File: config.mk
export PLATFORM = sky130hd
export DESIGN_NAME = pdcr_regs
export DESIGN_NICKNAME = d
export VERILOG_FILES = /design/src/rtl/pdcr_prediv.v /design/src/rtl/pdcr_regs.v
export VERILOG_INCLUDE_DIRS = /design/src /design/src/rtl
export SDC_FILE = /design/constraint.sdc
export NUM_CORES = 1
export LEC_CHECK = 0
export ABC_AREA = 1
export BUFFER_PORTS_ARGS = -buffer_cell sky130_fd_sc_hd__buf_4
export CORE_MARGIN = 4
export CORE_UTILIZATION = 45
export DETAILED_ROUTE_END_ITERATION = 7
export GPL_TIMING_DRIVEN = 1
export MAX_ROUTING_LAYER = met4
export PLACE_DENSITY_LB_ADDON = 0.2
export SYNTH_ARGS = -nofsm -noshare
export SYNTH_HDL_FRONTEND = slang
export SYNTH_SLANG_ARGS = --single-unit
File: constraint.sdc
create_clock -name CLOCK_I -period 6.7 [get_ports CLOCK_I]
set_input_delay 1.34 -clock CLOCK_I [delete_from_list [all_inputs] [get_ports CLOCK_I]]
set_output_delay 1.34 -clock CLOCK_I [all_outputs]
set_load 0.05 [all_outputs]
File: src/rtl/pdcr_defines.vh
// Purpose: constants for the synthesizer divider control register bank
// Assumes: 8-bit register port, 8-bit address
// Notes:   offsets are byte addresses on the plain register port
`ifndef PDCR_DEFINES_VH
`define PDCR_DEFINES_VH

// ****************************************
// register offsets
// ****************************************
`define PDCR_ADDR_FB_BYPASS      8'h03
`define PDCR_ADDR_FB_PHASE       8'h05
`define PDCR_ADDR_REF_PHASE      8'h06
`define PDCR_ADDR_FS_BYPASS      8'h0A
`define PDCR_ADDR_PREDIV         8'h0C
`define PDCR_ADDR_PUMP           8'h10
`define PDCR_ADDR_OFFSET         8'h11
`define PDCR_ADDR_AMP_PUMP       8'h12
`define PDCR_ADDR_STATUS         8'h13

// ****************************************
// field positions
// ****************************************
`define PDCR_BIT_FB_PD           7
`define PDCR_BIT_FB_CHAIN        0
`define PDCR_BIT_FS_BYPASS       0
`define PDCR_BIT_DOUBLER         7
`define PDCR_BIT_POLARITY        7
`define PDCR_BIT_FORCE_MID       6

// ****************************************
// reset values
// ****************************************
`define PDCR_RST_PUMP_CODE       5'h18
`define PDCR_RST_FORCE_MID       1'h1
`define PDCR_RST_PHASE           3'h0
`define PDCR_RST_PREDIV          6'h00
`define PDCR_RST_PUMP_UA         11'h4E2
`define PDCR_RST_PUMP2_CODE      5'h18

// ****************************************
// charge pump scale
// ****************************************
`define PDCR_PUMP_STEP_UA        11'h032
`define PDCR_PUMP_UA_W           11

`endif

File: src/rtl/pdcr_prediv.v
// Purpose: second-stage input frequency selection
// Assumes: single register clock
// Notes:   derives divide ratio and path select
`timescale 1ns/1ps
`include "pdcr_defines.vh"

module pdcr_prediv (
    input  wire       clk_i,
    input  wire       rst_i,
    input  wire       ce_i,
    input  wire [5:0] prediv_i,
    input  wire       doubler_i,
    output reg        bypass_o,
    output reg        double_o,
    output reg  [5:0] ratio_o
);

    // ****************************************
    // path select
    // ****************************************
    always @(posedge clk_i) begin
        if (rst_i) begin
            bypass_o <= 1'h1;
            double_o <= 1'h0;
            ratio_o  <= 6'h01;
        end else if (ce_i) begin
            double_o <= doubler_i;
            if (doubler_i) begin
                bypass_o <= 1'h1;
                ratio_o  <= 6'h01;
            end else if (prediv_i == 6'h00) begin
                bypass_o <= 1'h1;
                ratio_o  <= 6'h01;
            end else begin
                bypass_o <= 1'h0;
                ratio_o  <= prediv_i;
            end
        end
    end

endmodule

File: src/rtl/pdcr_regs.v
// Purpose: synthesizer divider and loop control register bank
// Assumes: plain register port, read data one cycle after strobe
// Notes:   control outputs are registered from fields, some inverted, scaled or decoded
//
// Chosen here: the plain strobed port.
`timescale 1ns/1ps
`include "pdcr_defines.vh"

module pdcr_regs (
    input  wire        CLOCK_I,
    input  wire        SYS_RST_I,
    input  wire        CE_I,
    input  wire [7:0]  ADDR_I,
    input  wire [7:0]  WDATA_I,
    input  wire        WR_I,
    input  wire        RD_I,
    output reg  [7:0]  RDATA_O,
    output reg         SECOND_FB_DIVIDER_EN_O,
    output reg         FB_CHAIN_PRODUCT_O,
    output reg  [5:0]  LOCK_WINDOW_PHASE_O,
    output reg         FIRST_STAGE_LOOP_EN_O,
    output reg         FIRST_STAGE_ROUTE_AROUND_O,
    output reg         OSC_TUNING_NEGATIVE_O,
    output reg         TUNING_PIN_MID_O,
    output reg         FIRST_STAGE_FORCE_UNLOCK_O,
    output reg  [10:0] FIRST_STAGE_PUMP_UA_O,
    output reg         PREDIV_BYPASS_O,
    output reg         DOUBLER_ACTIVE_O,
    output reg  [5:0]  PREDIV_RATIO_O,
    output reg  [4:0]  SECOND_STAGE_PUMP_CURRENT_O,
    output reg  [1:0]  OSC_OUTPUT_AMPLITUDE_O,
    output reg         OSC_OUTPUT_POWER_ON_O,
    output reg         OSC_OUTPUT_FORMAT_O,
    output reg         PHASE_OFFSET_ENABLE_O,
    output reg  [4:0]  PHASE_OFFSET_O
);

    // ****************************************
    // register fields
    // ****************************************
    reg        second_fb_divider_powerdown_r;
    reg        feedback_chain_select_r;
    reg [2:0]  fb_divider_phase_r;
    reg [2:0]  ref_divider_phase_r;
    reg        first_stage_bypass_r;
    reg        doubler_select_r;
    reg [5:0]  synth_input_predivider_r;
    reg        osc_tuning_polarity_r;
    reg        force_mid_tuning_r;
    reg [4:0]  first_stage_pump_current_r;
    reg        osc_output_power_on_r;
    reg        osc_output_format_r;
    reg        phase_offset_enable_r;
    reg [4:0]  phase_offset_r;
    reg [1:0]  osc_output_amplitude_r;
    reg [4:0]  second_stage_pump_current_r;
    reg [7:0]  rdata_nxt;
    wire       pd_bypass;
    wire       pd_double;
    wire [5:0] pd_ratio;
    wire [10:0] pump_ua;

    // ****************************************
    // register writes
    // ****************************************
    always @(posedge CLOCK_I) begin
        if (SYS_RST_I) begin
            second_fb_divider_powerdown_r <= 1'h0;
            feedback_chain_select_r       <= 1'h0;
            fb_divider_phase_r            <= `PDCR_RST_PHASE;
            ref_divider_phase_r           <= `PDCR_RST_PHASE;
            first_stage_bypass_r          <= 1'h0;
            doubler_select_r              <= 1'h0;
            synth_input_predivider_r      <= `PDCR_RST_PREDIV;
            osc_tuning_polarity_r         <= 1'h0;
            force_mid_tuning_r            <= `PDCR_RST_FORCE_MID;
            first_stage_pump_current_r    <= `PDCR_RST_PUMP_CODE;
            osc_output_power_on_r         <= 1'h0;
            osc_output_format_r           <= 1'h0;
            phase_offset_enable_r         <= 1'h0;
            phase_offset_r                <= 5'h00;
            osc_output_amplitude_r        <= 2'h0;
            second_stage_pump_current_r   <= `PDCR_RST_PUMP2_CODE;
        end else if (CE_I && WR_I) begin
            case (ADDR_I)
                `PDCR_ADDR_FB_BYPASS: begin
                    second_fb_divider_powerdown_r <= WDATA_I[`PDCR_BIT_FB_PD];
                    feedback_chain_select_r       <= WDATA_I[`PDCR_BIT_FB_CHAIN];
                end
                `PDCR_ADDR_FB_PHASE: begin
                    fb_divider_phase_r <= WDATA_I[2:0];
                end
                `PDCR_ADDR_REF_PHASE: begin
                    ref_divider_phase_r <= WDATA_I[2:0];
                end
                `PDCR_ADDR_FS_BYPASS: begin
                    first_stage_bypass_r <= WDATA_I[`PDCR_BIT_FS_BYPASS];
                end
                `PDCR_ADDR_PREDIV: begin
                    doubler_select_r         <= WDATA_I[`PDCR_BIT_DOUBLER];
                    synth_input_predivider_r <= WDATA_I[5:0];
                end
                `PDCR_ADDR_PUMP: begin
                    osc_tuning_polarity_r      <= WDATA_I[`PDCR_BIT_POLARITY];
                    force_mid_tuning_r         <= WDATA_I[`PDCR_BIT_FORCE_MID];
                    first_stage_pump_current_r <= WDATA_I[4:0];
                end
                `PDCR_ADDR_OFFSET: begin
                    osc_output_power_on_r <= WDATA_I[7];
                    osc_output_format_r   <= WDATA_I[6];
                    phase_offset_enable_r <= WDATA_I[5];
                    phase_offset_r        <= WDATA_I[4:0];
                end
                `PDCR_ADDR_AMP_PUMP: begin
                    osc_output_amplitude_r      <= WDATA_I[6:5];
                    second_stage_pump_current_r <= WDATA_I[4:0];
                end
                default: begin
                end
            endcase
        end
    end

    // ****************************************
    // read mux
    // ****************************************
    always @* begin
        rdata_nxt = 8'h00;
        case (ADDR_I)
            `PDCR_ADDR_FB_BYPASS:
                rdata_nxt = {second_fb_divider_powerdown_r, 6'h00, feedback_chain_select_r};
            `PDCR_ADDR_FB_PHASE:
                rdata_nxt = {5'h00, fb_divider_phase_r};
            `PDCR_ADDR_REF_PHASE:
                rdata_nxt = {5'h00, ref_divider_phase_r};
            `PDCR_ADDR_FS_BYPASS:
                rdata_nxt = {7'h00, first_stage_bypass_r};
            `PDCR_ADDR_PREDIV:
                rdata_nxt = {doubler_select_r, 1'h0, synth_input_predivider_r};
            `PDCR_ADDR_PUMP:
                rdata_nxt = {osc_tuning_polarity_r, force_mid_tuning_r, 1'h0, first_stage_pump_current_r};
            `PDCR_ADDR_OFFSET:
                rdata_nxt = {osc_output_power_on_r, osc_output_format_r, phase_offset_enable_r, phase_offset_r};
            `PDCR_ADDR_AMP_PUMP:
                rdata_nxt = {1'h0, osc_output_amplitude_r, second_stage_pump_current_r};
            `PDCR_ADDR_STATUS:
                rdata_nxt = {4'h0, PREDIV_BYPASS_O, DOUBLER_ACTIVE_O, FIRST_STAGE_FORCE_UNLOCK_O,
                             SECOND_FB_DIVIDER_EN_O};
            default:
                rdata_nxt = 8'h00;
        endcase
    end

    always @(posedge CLOCK_I) begin
        if (SYS_RST_I) begin
            RDATA_O <= 8'h00;
        end else if (CE_I) begin
            RDATA_O <= RD_I ? rdata_nxt : 8'h00;
        end
    end

    // ****************************************
    // second stage input path
    // ****************************************
    pdcr_prediv u_prediv (
        .clk_i     (CLOCK_I),
        .rst_i     (SYS_RST_I),
        .ce_i      (CE_I),
        .prediv_i  (synth_input_predivider_r),
        .doubler_i (doubler_select_r),
        .bypass_o  (pd_bypass),
        .double_o  (pd_double),
        .ratio_o   (pd_ratio)
    );

    // pump current in microamps
    assign pump_ua = ({6'h00, first_stage_pump_current_r} + 11'h001) * `PDCR_PUMP_STEP_UA;

    // ****************************************
    // control outputs
    // ****************************************
    always @(posedge CLOCK_I) begin
        if (SYS_RST_I) begin
            SECOND_FB_DIVIDER_EN_O      <= 1'h1;
            FB_CHAIN_PRODUCT_O          <= 1'h0;
            LOCK_WINDOW_PHASE_O         <= 6'h00;
            FIRST_STAGE_LOOP_EN_O       <= 1'h1;
            FIRST_STAGE_ROUTE_AROUND_O  <= 1'h0;
            OSC_TUNING_NEGATIVE_O       <= 1'h0;
            TUNING_PIN_MID_O            <= 1'h1;
            FIRST_STAGE_FORCE_UNLOCK_O  <= 1'h1;
            FIRST_STAGE_PUMP_UA_O       <= `PDCR_RST_PUMP_UA;
            PREDIV_BYPASS_O             <= 1'h1;
            DOUBLER_ACTIVE_O            <= 1'h0;
            PREDIV_RATIO_O              <= 6'h01;
            SECOND_STAGE_PUMP_CURRENT_O <= `PDCR_RST_PUMP2_CODE;
            OSC_OUTPUT_AMPLITUDE_O      <= 2'h0;
            OSC_OUTPUT_POWER_ON_O       <= 1'h0;
            OSC_OUTPUT_FORMAT_O         <= 1'h0;
            PHASE_OFFSET_ENABLE_O       <= 1'h0;
            PHASE_OFFSET_O              <= 5'h00;
        end else if (CE_I) begin
            SECOND_FB_DIVIDER_EN_O      <= ~second_fb_divider_powerdown_r;
            FB_CHAIN_PRODUCT_O          <= feedback_chain_select_r;
            LOCK_WINDOW_PHASE_O         <= {ref_divider_phase_r, fb_divider_phase_r};
            FIRST_STAGE_LOOP_EN_O       <= ~first_stage_bypass_r;
            FIRST_STAGE_ROUTE_AROUND_O  <= first_stage_bypass_r;
            OSC_TUNING_NEGATIVE_O       <= osc_tuning_polarity_r;
            TUNING_PIN_MID_O            <= force_mid_tuning_r;
            FIRST_STAGE_FORCE_UNLOCK_O  <= force_mid_tuning_r;
            FIRST_STAGE_PUMP_UA_O       <= pump_ua;
            PREDIV_BYPASS_O             <= pd_bypass;
            DOUBLER_ACTIVE_O            <= pd_double;
            PREDIV_RATIO_O              <= pd_ratio;
            SECOND_STAGE_PUMP_CURRENT_O <= second_stage_pump_current_r;
            OSC_OUTPUT_AMPLITUDE_O      <= osc_output_amplitude_r;
            OSC_OUTPUT_POWER_ON_O       <= osc_output_power_on_r;
            OSC_OUTPUT_FORMAT_O         <= osc_output_format_r;
            PHASE_OFFSET_ENABLE_O       <= phase_offset_enable_r;
            PHASE_OFFSET_O              <= phase_offset_r;
        end
    end

endmodule

==> qor.yml, run 1 <==
synthesis:
  syn_avg_cell_area_sq_um: 7.828
  netlist_instances: 573
  synth_cell_types: 33
  syn_area_sq_um: 4486
  yosys_warnings: 0
  synth_nets: 616
  ys_seq_area_share_pct: 44.18
  yosys_register_bits: 99
sta:
  whs_ns: 0.4666
  hold_viol: 0
  rsz0062_at_grt: "no"
  drv_slew: 0
  period_needed_ns: 3.000
  tns_ns: 0
  relSlewSlack_pct: 53.72
  max_freq_mhz: 333.3
  fin_skew_ns: 0.01217
  setup_violations: 0
  tightestPinTransition_ns: 0.6932
  finalCritPeriodShare_pct: 44.77
global_route:
  grt_pass1_wl_microns: 17880
  grt-ovfl-total: 0
  grt_max_degree: 73
  grt_use_total_pct: 20.01
  grt_pass1_vias: 3694
  antenna_found_initial: 0
clock_network:
  htreeDepth: 3
  cts_tree: "built"
  cts_setup_buffers: 0
  hold_buffers: 0
  cts_made_buffers: 9
  root_buffer: "clkbuf_8"
  clock_latency_ns: 0.37
  clk_pin_slew_ns: 0.10
  cts_sinks: 99
  cts_resized: 0
  cts_buffer_depth: 2
detailed_routing:
  vias_per_cell: 5.053
  dr.first_iter.drc_count: 188
  dr.pass1.iters: 5
  routedWlPerCell_microns: 14.21
  ant_nets: 0
  via_count: 3881
  drt_wl_total_microns: 10910
  post-route-drc-count: 0
min_path:
  min_path_type: "reg -> reg"
die:
  initial_utilization_pct: 46.10
  core.rowCount: 36
  die_height_microns: 107.8
  dieWidth_microns: 107.8
  dieArea_sq_um: 11630
  core_sq_um: 9729
  ioPinCount: 76
setup_path:
  worstSetupPathType: "reg -> reg"
  critPathCaptureType: "flip-flop"
  worst-path-max-fanout: 5
  critical_path_arrival_ns: 3.27
  cp.required_ns: 6.97
  startpoint_type: "flip-flop"
placed_design:
  hpwlAfterDp_microns: 7974
  place_inst: 752
  gp_congestion: 0.8773
  io_buffers: 74
power:
  p_sw_share_pct: 29.87
  p_sw_w: 0.0003337
  seqPwrFrac_pct: 54.6
  p_clk_share_pct: 32.7
  p_int_w: 0.0007836
  p_leak_nw: 2.271
  ir_drop_v: 0.0001096
  powerDensity_nw_per_um2: 213.8
  power_frac_comb_pct: 12.7
status:
  status: "complete, no violations"
run:
  maxCapViolCount: 0
finish:
  drive_above_1_share_pct: 19.06
  utilization_pct: 53.70
  fin_cells: 768
  syn2layout_area_growth_pct: 16.49
  num-nets-final: 673
  diodes: 0
==> power groups by stage <==
| stage | Clock, W | Sequential, W | Combinational (W) |
|---|---|---|---|
| 4_1_cts | 0.000372 | 0.000610 | 0.000143 |
| 3_3_place_gp | 0 | 0.000623 | 0.000141 |
| 2_1_floorplan | 0 | 0.000668 | 0.0000544 |
| 5_1_grt | 0.000400 | 0.000612 | 0.000154 |
| 6_report | 0.000366 | 0.000610 | 0.000142 |
| 3_5_place_dp | 0 | 0.000624 | 0.000143 |
==> per-layer routing <==
layer / GRT usage (%) / part of all wire, % / vias to the layer above
met2: 30.20 / 44 / 110
li1: - / - / 2011
met4: 4.328 / 1.4 / 0
met3: 4.859 / 5.4 / 13
met1: 27.37 / 49 / 1747
met5: - / 0 / -
==> cells in the mapped netlist, drive strengths merged <==
| master | n | area, sq um |
|---|---|---|
| a21oi | 74 | 370.4 |
| buf | 11 | 95.08 |
| clkbuf | 18 | 77.57 |
| clkinv | 1 | 3.750 |
| conb | 1 | 3.750 |
| dfxtp | 99 | 1982 |
| fa | 1 | 20.02 |
| ha | 21 | 262.8 |
| inv | 63 | 236.5 |
| nand2 | 71 | 306.5 |
| nand3 | 50 | 255.3 |
| nand4 | 2 | 12.51 |
| nor2 | 61 | 307.8 |
| nor3 | 1 | 5.000 |
| nor4 | 1 | 6.260 |
| o211ai | 5 | 37.54 |
| o21ai | 84 | 424.2 |
| xnor2 | 2 | 17.52 |
| xor2 | 7 | 61.31 |
==> sequential cells by signal (all words and copies together), names as in the netlist, 2 cells and up <==
name,count
FIRST_STAGE_PUMP_UA_O,10
RDATA_O,8
LOCK_WINDOW_PHASE_O,6
PREDIV_RATIO_O,6
synth_input_predivider_r,6
u_prediv.ratio_o,6
PHASE_OFFSET_O,5
SECOND_STAGE_PUMP_CURRENT_O,5
first_stage_pump_current_r,5
phase_offset_r,5
second_stage_pump_current_r,5
fb_divider_phase_r,3
ref_divider_phase_r,3
OSC_OUTPUT_AMPLITUDE_O,2
osc_output_amplitude_r,2
==> cell usage in the layout (no fill, tap or decap), drive strengths merged <==
master and count:
buf 75, nand3 50, xor2 7, conb 1, inv 67, nand4 2
nand2 71, dfxtp 99, nor3 1, fa 1, o211ai 5, xnor2 2
nor4 1, ha 21, clkbuf 9, nor2 61, a21oi 74, o21ai 84
clkinvlp 1, clkinv 3
==> per-stage QoR <==
step | cell area, sq um | power (W) | setup slack [ns]
2_1_floorplan | 4486 | 0.0007224 | 3.929
3_3_place_gp | 5042 | 0.0007644 | 3.673
3_5_place_dp | 5042 | 0.0007664 | 3.581
4_1_cts | 5225 | 0.001125 | 3.680
5_1_grt | 5225 | 0.001166 | 3.473
6_report | 5225 | 0.001117 | 3.700
==> kinds of logic after synthesis <==
logic type	share of synthesized area (%)
other cells	0.08360
buf+inv	9.205
fa+ha+maj	6.304
flops	44.18
compound gates	18.55
xor+xnor	1.757
simple gates	19.92
==> final timing paths <==
check / from / to / slack, ns / depth (start not counted)
max: first_stage_pump_current_r[0]$_SDFFE_PP0P_ / FIRST_STAGE_PUMP_UA_O[9]$_SDFFE_PP0P_ / 3.70 / 15
min: RDATA_O[2]$_SDFFE_PP0P_ / RDATA_O[2]$_SDFFE_PP0P_ / 0.47 / 2
max reg2reg: first_stage_pump_current_r[0]$_SDFFE_PP0P_ / FIRST_STAGE_PUMP_UA_O[9]$_SDFFE_PP0P_ / 3.70 / 15
min reg2reg: RDATA_O[2]$_SDFFE_PP0P_ / RDATA_O[2]$_SDFFE_PP0P_ / 0.47 / 2
==> layout make-up <==
cell class              instances  area, sq um
multi-input cells             381         2091
flip-flops and latches         99         1982
repair buffers                 75        563.0
fillers                       983         4504
well taps                     133        166.4
inverters                      64        240.2
clock buffers                   9        123.9
clock inverters                 7        58.81
==> worst max-delay path, stage by stage (launching register included) <==
cell	delay, ns
dfxtp_1	0.42
inv_1	0.12
ha_1	0.35
inv_1	0.05
ha_1	0.29
ha_1	0.30
ha_1	0.31
inv_1	0.07
fa_1	0.40
inv_1	0.07
nand2_1	0.06
nand2_1	0.06
a21oi_1	0.06
xnor2_1	0.12
o21ai_0	0.15
inv_1	0.05
No activity file was read; power rests on OpenSTA's default activity.
==> run 2, diff against run 1 <==
--- a/config.mk
+++ b/config.mk
@@ -6,7 +6,7 @@
 export SDC_FILE = /design/constraint.sdc
 export NUM_CORES = 1
 export LEC_CHECK = 0
-export ABC_AREA = 1
+export ABC_AREA = 0
 export BUFFER_PORTS_ARGS = -buffer_cell sky130_fd_sc_hd__buf_4
 export CORE_MARGIN = 4
 export CORE_UTILIZATION = 45
==> constraint.sdc (replaced) <==
create_clock -name CLOCK_I -period 2.9 [get_ports CLOCK_I]
set_input_delay 0.58 -clock CLOCK_I [delete_from_list [all_inputs] [get_ports CLOCK_I]]
set_output_delay 0.58 -clock CLOCK_I [all_outputs]
set_load 0.05 [all_outputs]
==> qor.yml, run 2 <==
synthesis:
  yosys_warnings: 0  # unchanged
  synth_cell_types: 50  # +52%
  synth_nets: 524  # -15%
  syn_avg_cell_area_sq_um: 9.336  # +19%
  yosys.area_share.simple_pct: 16.36  # -3.6 points
  syn_area_sq_um: 4491  # +0.11%
  ys_seq_area_share_pct: 44.13  # -0.049 points
  synth_mux_area_share_pct: 16.41  # +16 points
  yosysTopAreaCell: "dfxtp_1"
  synth_area_leaders: "dfxtp_1, mux2i_1, nor2_1"
  synth_top_area_share_pct: 44.13  # -0.049 points
  synth_compound_area_share_pct: 10.98  # -7.6 points
  synth-xor-area-share_pct: 1.950  # +0.19 points
  synth-edff-count: 0  # unchanged
  async_flop_share_pct: 0  # unchanged
  synth_fa_ha_area_share_pct: 6.297  # -0.0070 points
  synth_commonest_cells: "dfxtp_1, nor2_1, mux2i_1"
  yosys_register_bits: 99  # unchanged
  netlist_instances: 481  # -16%
  synth_top_family_by_area: "multiplexers"
  synth-main-ff-cell: "dfxtp_1"
  synth.most_common_cell: "dfxtp_1"
run:
  maxCapViolCount: 0  # unchanged
status:
  status: "complete, no violations"
die:
  core.rowCount: 36  # unchanged
  initial_utilization_pct: 46.15  # +0.051 points
  dieArea_sq_um: 11640  # +0.10%
  ioPinCount: 76  # unchanged
  dieWidth_microns: 107.9  # about the same
  core_sq_um: 9729  # unchanged
  die_height_microns: 107.9  # about the same
finish:
  final-seq-area_sq_um: 1992  # +0.51%
  layout_commonest_cell: "dfxtp_1"
  design_area_sq_um: 5498  # +5.2%
  multiInputGateArea_sq_um: 2439  # +17%
  largest_reg_flops: 10  # unchanged
  final_cell_mix: "dfxtp_1, buf_4, nor2_1, mux2i_1, nand2_1"
  syn2layout_area_growth_pct: 22.43
  diodes: 0  # unchanged
  largest-register: "FIRST_STAGE_PUMP_UA_O"
  num-fill-cells: 936  # -4.8%
  drive_above_1_share_pct: 23.24  # +4.2 points
  top_regs: "FIRST_STAGE_PUMP_UA_O: 10 flops, RDATA_O: 8 flops"
  num-nets-final: 593  # -12%
detailed_routing:
  drt_wl_total_microns: 11750  # +7.7%
  ant_nets: 0  # unchanged
  via_count: 3644  # -6.1%
  vias_per_cell: 5.297  # +4.8%
  dr.pass1.iters: 4  # -1
  post-route-drc-count: 0  # unchanged
  dr.first_iter.drc_count: 244  # +30%
  routedWlPerCell_microns: 17.07  # +20%
setup_path:
  critPathCaptureType: "flip-flop"
  critical_path_arrival_ns: 2.99  # -0.28 ns
  startpoint_type: "flip-flop"
  worstSetupPathType: "reg -> reg"
  cp.required_ns: 3.15  # -3.82 ns
  worst-path-max-fanout: 5  # unchanged
power:
  powerDensity_nw_per_um2: 446.1  # +110%
  power_frac_comb_pct: 7.1  # -5.6 points
  p_int_w: 0.001846  # +140%
  seqPwrFrac_pct: 55.7  # +1.1 points
  p_clk_share_pct: 37.2  # +4.5 points
  p_leak_nw: 2.364  # +4.1%
  ir_drop_v: 0.0002716  # +150%
  p_sw_share_pct: 24.74  # -5.1 points
  p_sw_w: 0.0006068  # +82%
clock_network:
  htreeDepth: 3  # unchanged
  cts_tree: "built"
  clk_pin_slew_ns: 0.09  # about the same
  cts_sinks: 99  # unchanged
  cts_made_buffers: 9  # unchanged
  clock_latency_ns: 0.37  # about the same
  cts_buffer_depth: 2  # unchanged
  root_buffer: "clkbuf_8"
min_path:
  min_path_type: "in -> reg"
placed_design:
  gp_congestion: 0.9314  # +6.2%
  hpwlAfterDp_microns: 8531  # +7.0%
  io_buffers: 74  # unchanged
  post_dp_cell_area_sq_um: 5162  # +2.4%
sta:
  tns_ns: 0  # unchanged
  drv_slew: 0  # unchanged
  hold_viol: 0  # unchanged
  finalCritPeriodShare_pct: 94.37  # +50 points
  period_needed_ns: 2.737  # -0.2633 ns
  setup_violations: 0  # unchanged
  max_freq_mhz: 365.4  # +9.6%
  fin_skew_ns: 0.009804  # -0.002368 ns
  tightestPinTransition_ns: 0.5966  # -0.09654 ns
  relSlewSlack_pct: 60.10  # +6.4 points
global_route:
  antenna_found_initial: 0  # unchanged
  grt-ovfl-total: 0  # unchanged
  grt_max_degree: 42  # -42%
  grt_use_total_pct: 21.69  # +1.7 points
  grt_pass1_wl_microns: 18960  # +6.0%
  grt_pass1_vias: 3514  # -4.9%
==> run 2: kinds of logic after synthesis <==
family	Yosys count
xor+xnor	10
fa+ha+maj	22
compound gates	80
simple gates	158
other cells	1
mux	71
buf+inv	40
flops	99
==> run 2: layout make-up <==
class                      count  share of cell area (%)
clock buffer                  11                   2.572
clock inverter                 5                   1.115
inverter                      10                  0.6827
multi-input combinational    342                   44.36
sequential                    99                   36.23
tap                          133                   3.027
timing repair buffer          88                   12.02
==> run 2: worst paths after layout <==
path | startpoint | end | slack (ns) | cells past startpoint
worst min register to register | u_prediv.bypass_o$_SDFFE_PP1P_ | u_prediv.bypass_o$_SDFFE_PP1P_ | 0.47 | 2
worst max register to register | first_stage_pump_current_r[0]$_SDFFE_PP0P_ | FIRST_STAGE_PUMP_UA_O[10]$_SDFFE_PP1P_ | 0.16 | 12
worst max-delay path | first_stage_pump_current_r[0]$_SDFFE_PP0P_ | FIRST_STAGE_PUMP_UA_O[10]$_SDFFE_PP1P_ | 0.16 | 12
worst min-delay path | WDATA_I[6] | force_mid_tuning_r$_SDFFE_PP1P_ | 0.45 | 3
==> run 2: what timing repair did <==
item,4_1_cts,5_1_grt
setup endpoints to repair,2,3
buffers inserted,0,3
pin swaps,0,5
gates cloned,0,0
resized for setup,7,14
hold buffers,0,0
==> run 2: layer usage <==
layer	GRT usage (%)	routed length (microns)	part of all wire [%]
met1	29.21	5419	46
met2	33.53	5547	47
met3	3.719	592	5.0
met4	6.583	185	1.6
met5	-	0	0
==> run 2: stage by stage <==
stage | std cells | util [%] | setup WS (ns) | power [W] | hold WS, ns
finish | 688 | 56.51 | 0.1634 | 0.002453 | 0.4489
global route | 688 | 56.51 | -0.01370 | 0.002552 | 0.4422
CTS | 685 | 55.43 | 0.001003 | 0.002486 | 0.4373
detailed placement | 669 | 53.06 | -0.06114 | 0.001573 | 0.4492
global placement | 669 | 53.06 | 0.01052 | 0.001572 | 0.4415
floorplan | 481 | - | 0.03862 | 0.001505 | 0.4298
==> run 2: worst max-delay path, cell delays in order (launching register included) <==
cell and delay, ns:
dfxtp_4 0.39, ha_4 0.17, nand3_1 0.12, xnor2_2 0.21
ha_1 0.26, ha_1 0.30, ha_1 0.30, ha_1 0.32
o21ai_1 0.11, o21bai_1 0.10, a21oi_2 0.14, xnor2_1 0.12
o21ai_0 0.07
==> run 2: power by group through the flow <==
stage | logic, W | registers (W) | clock network, W
2_1_floorplan | 0.0000940 | 0.00141 | 0
3_3_place_gp | 0.000173 | 0.00140 | 0
3_5_place_dp | 0.000174 | 0.00140 | 0
4_1_cts | 0.000174 | 0.00137 | 0.000944
6_report | 0.000175 | 0.00136 | 0.000913
5_1_grt | 0.000188 | 0.00137 | 0.000998
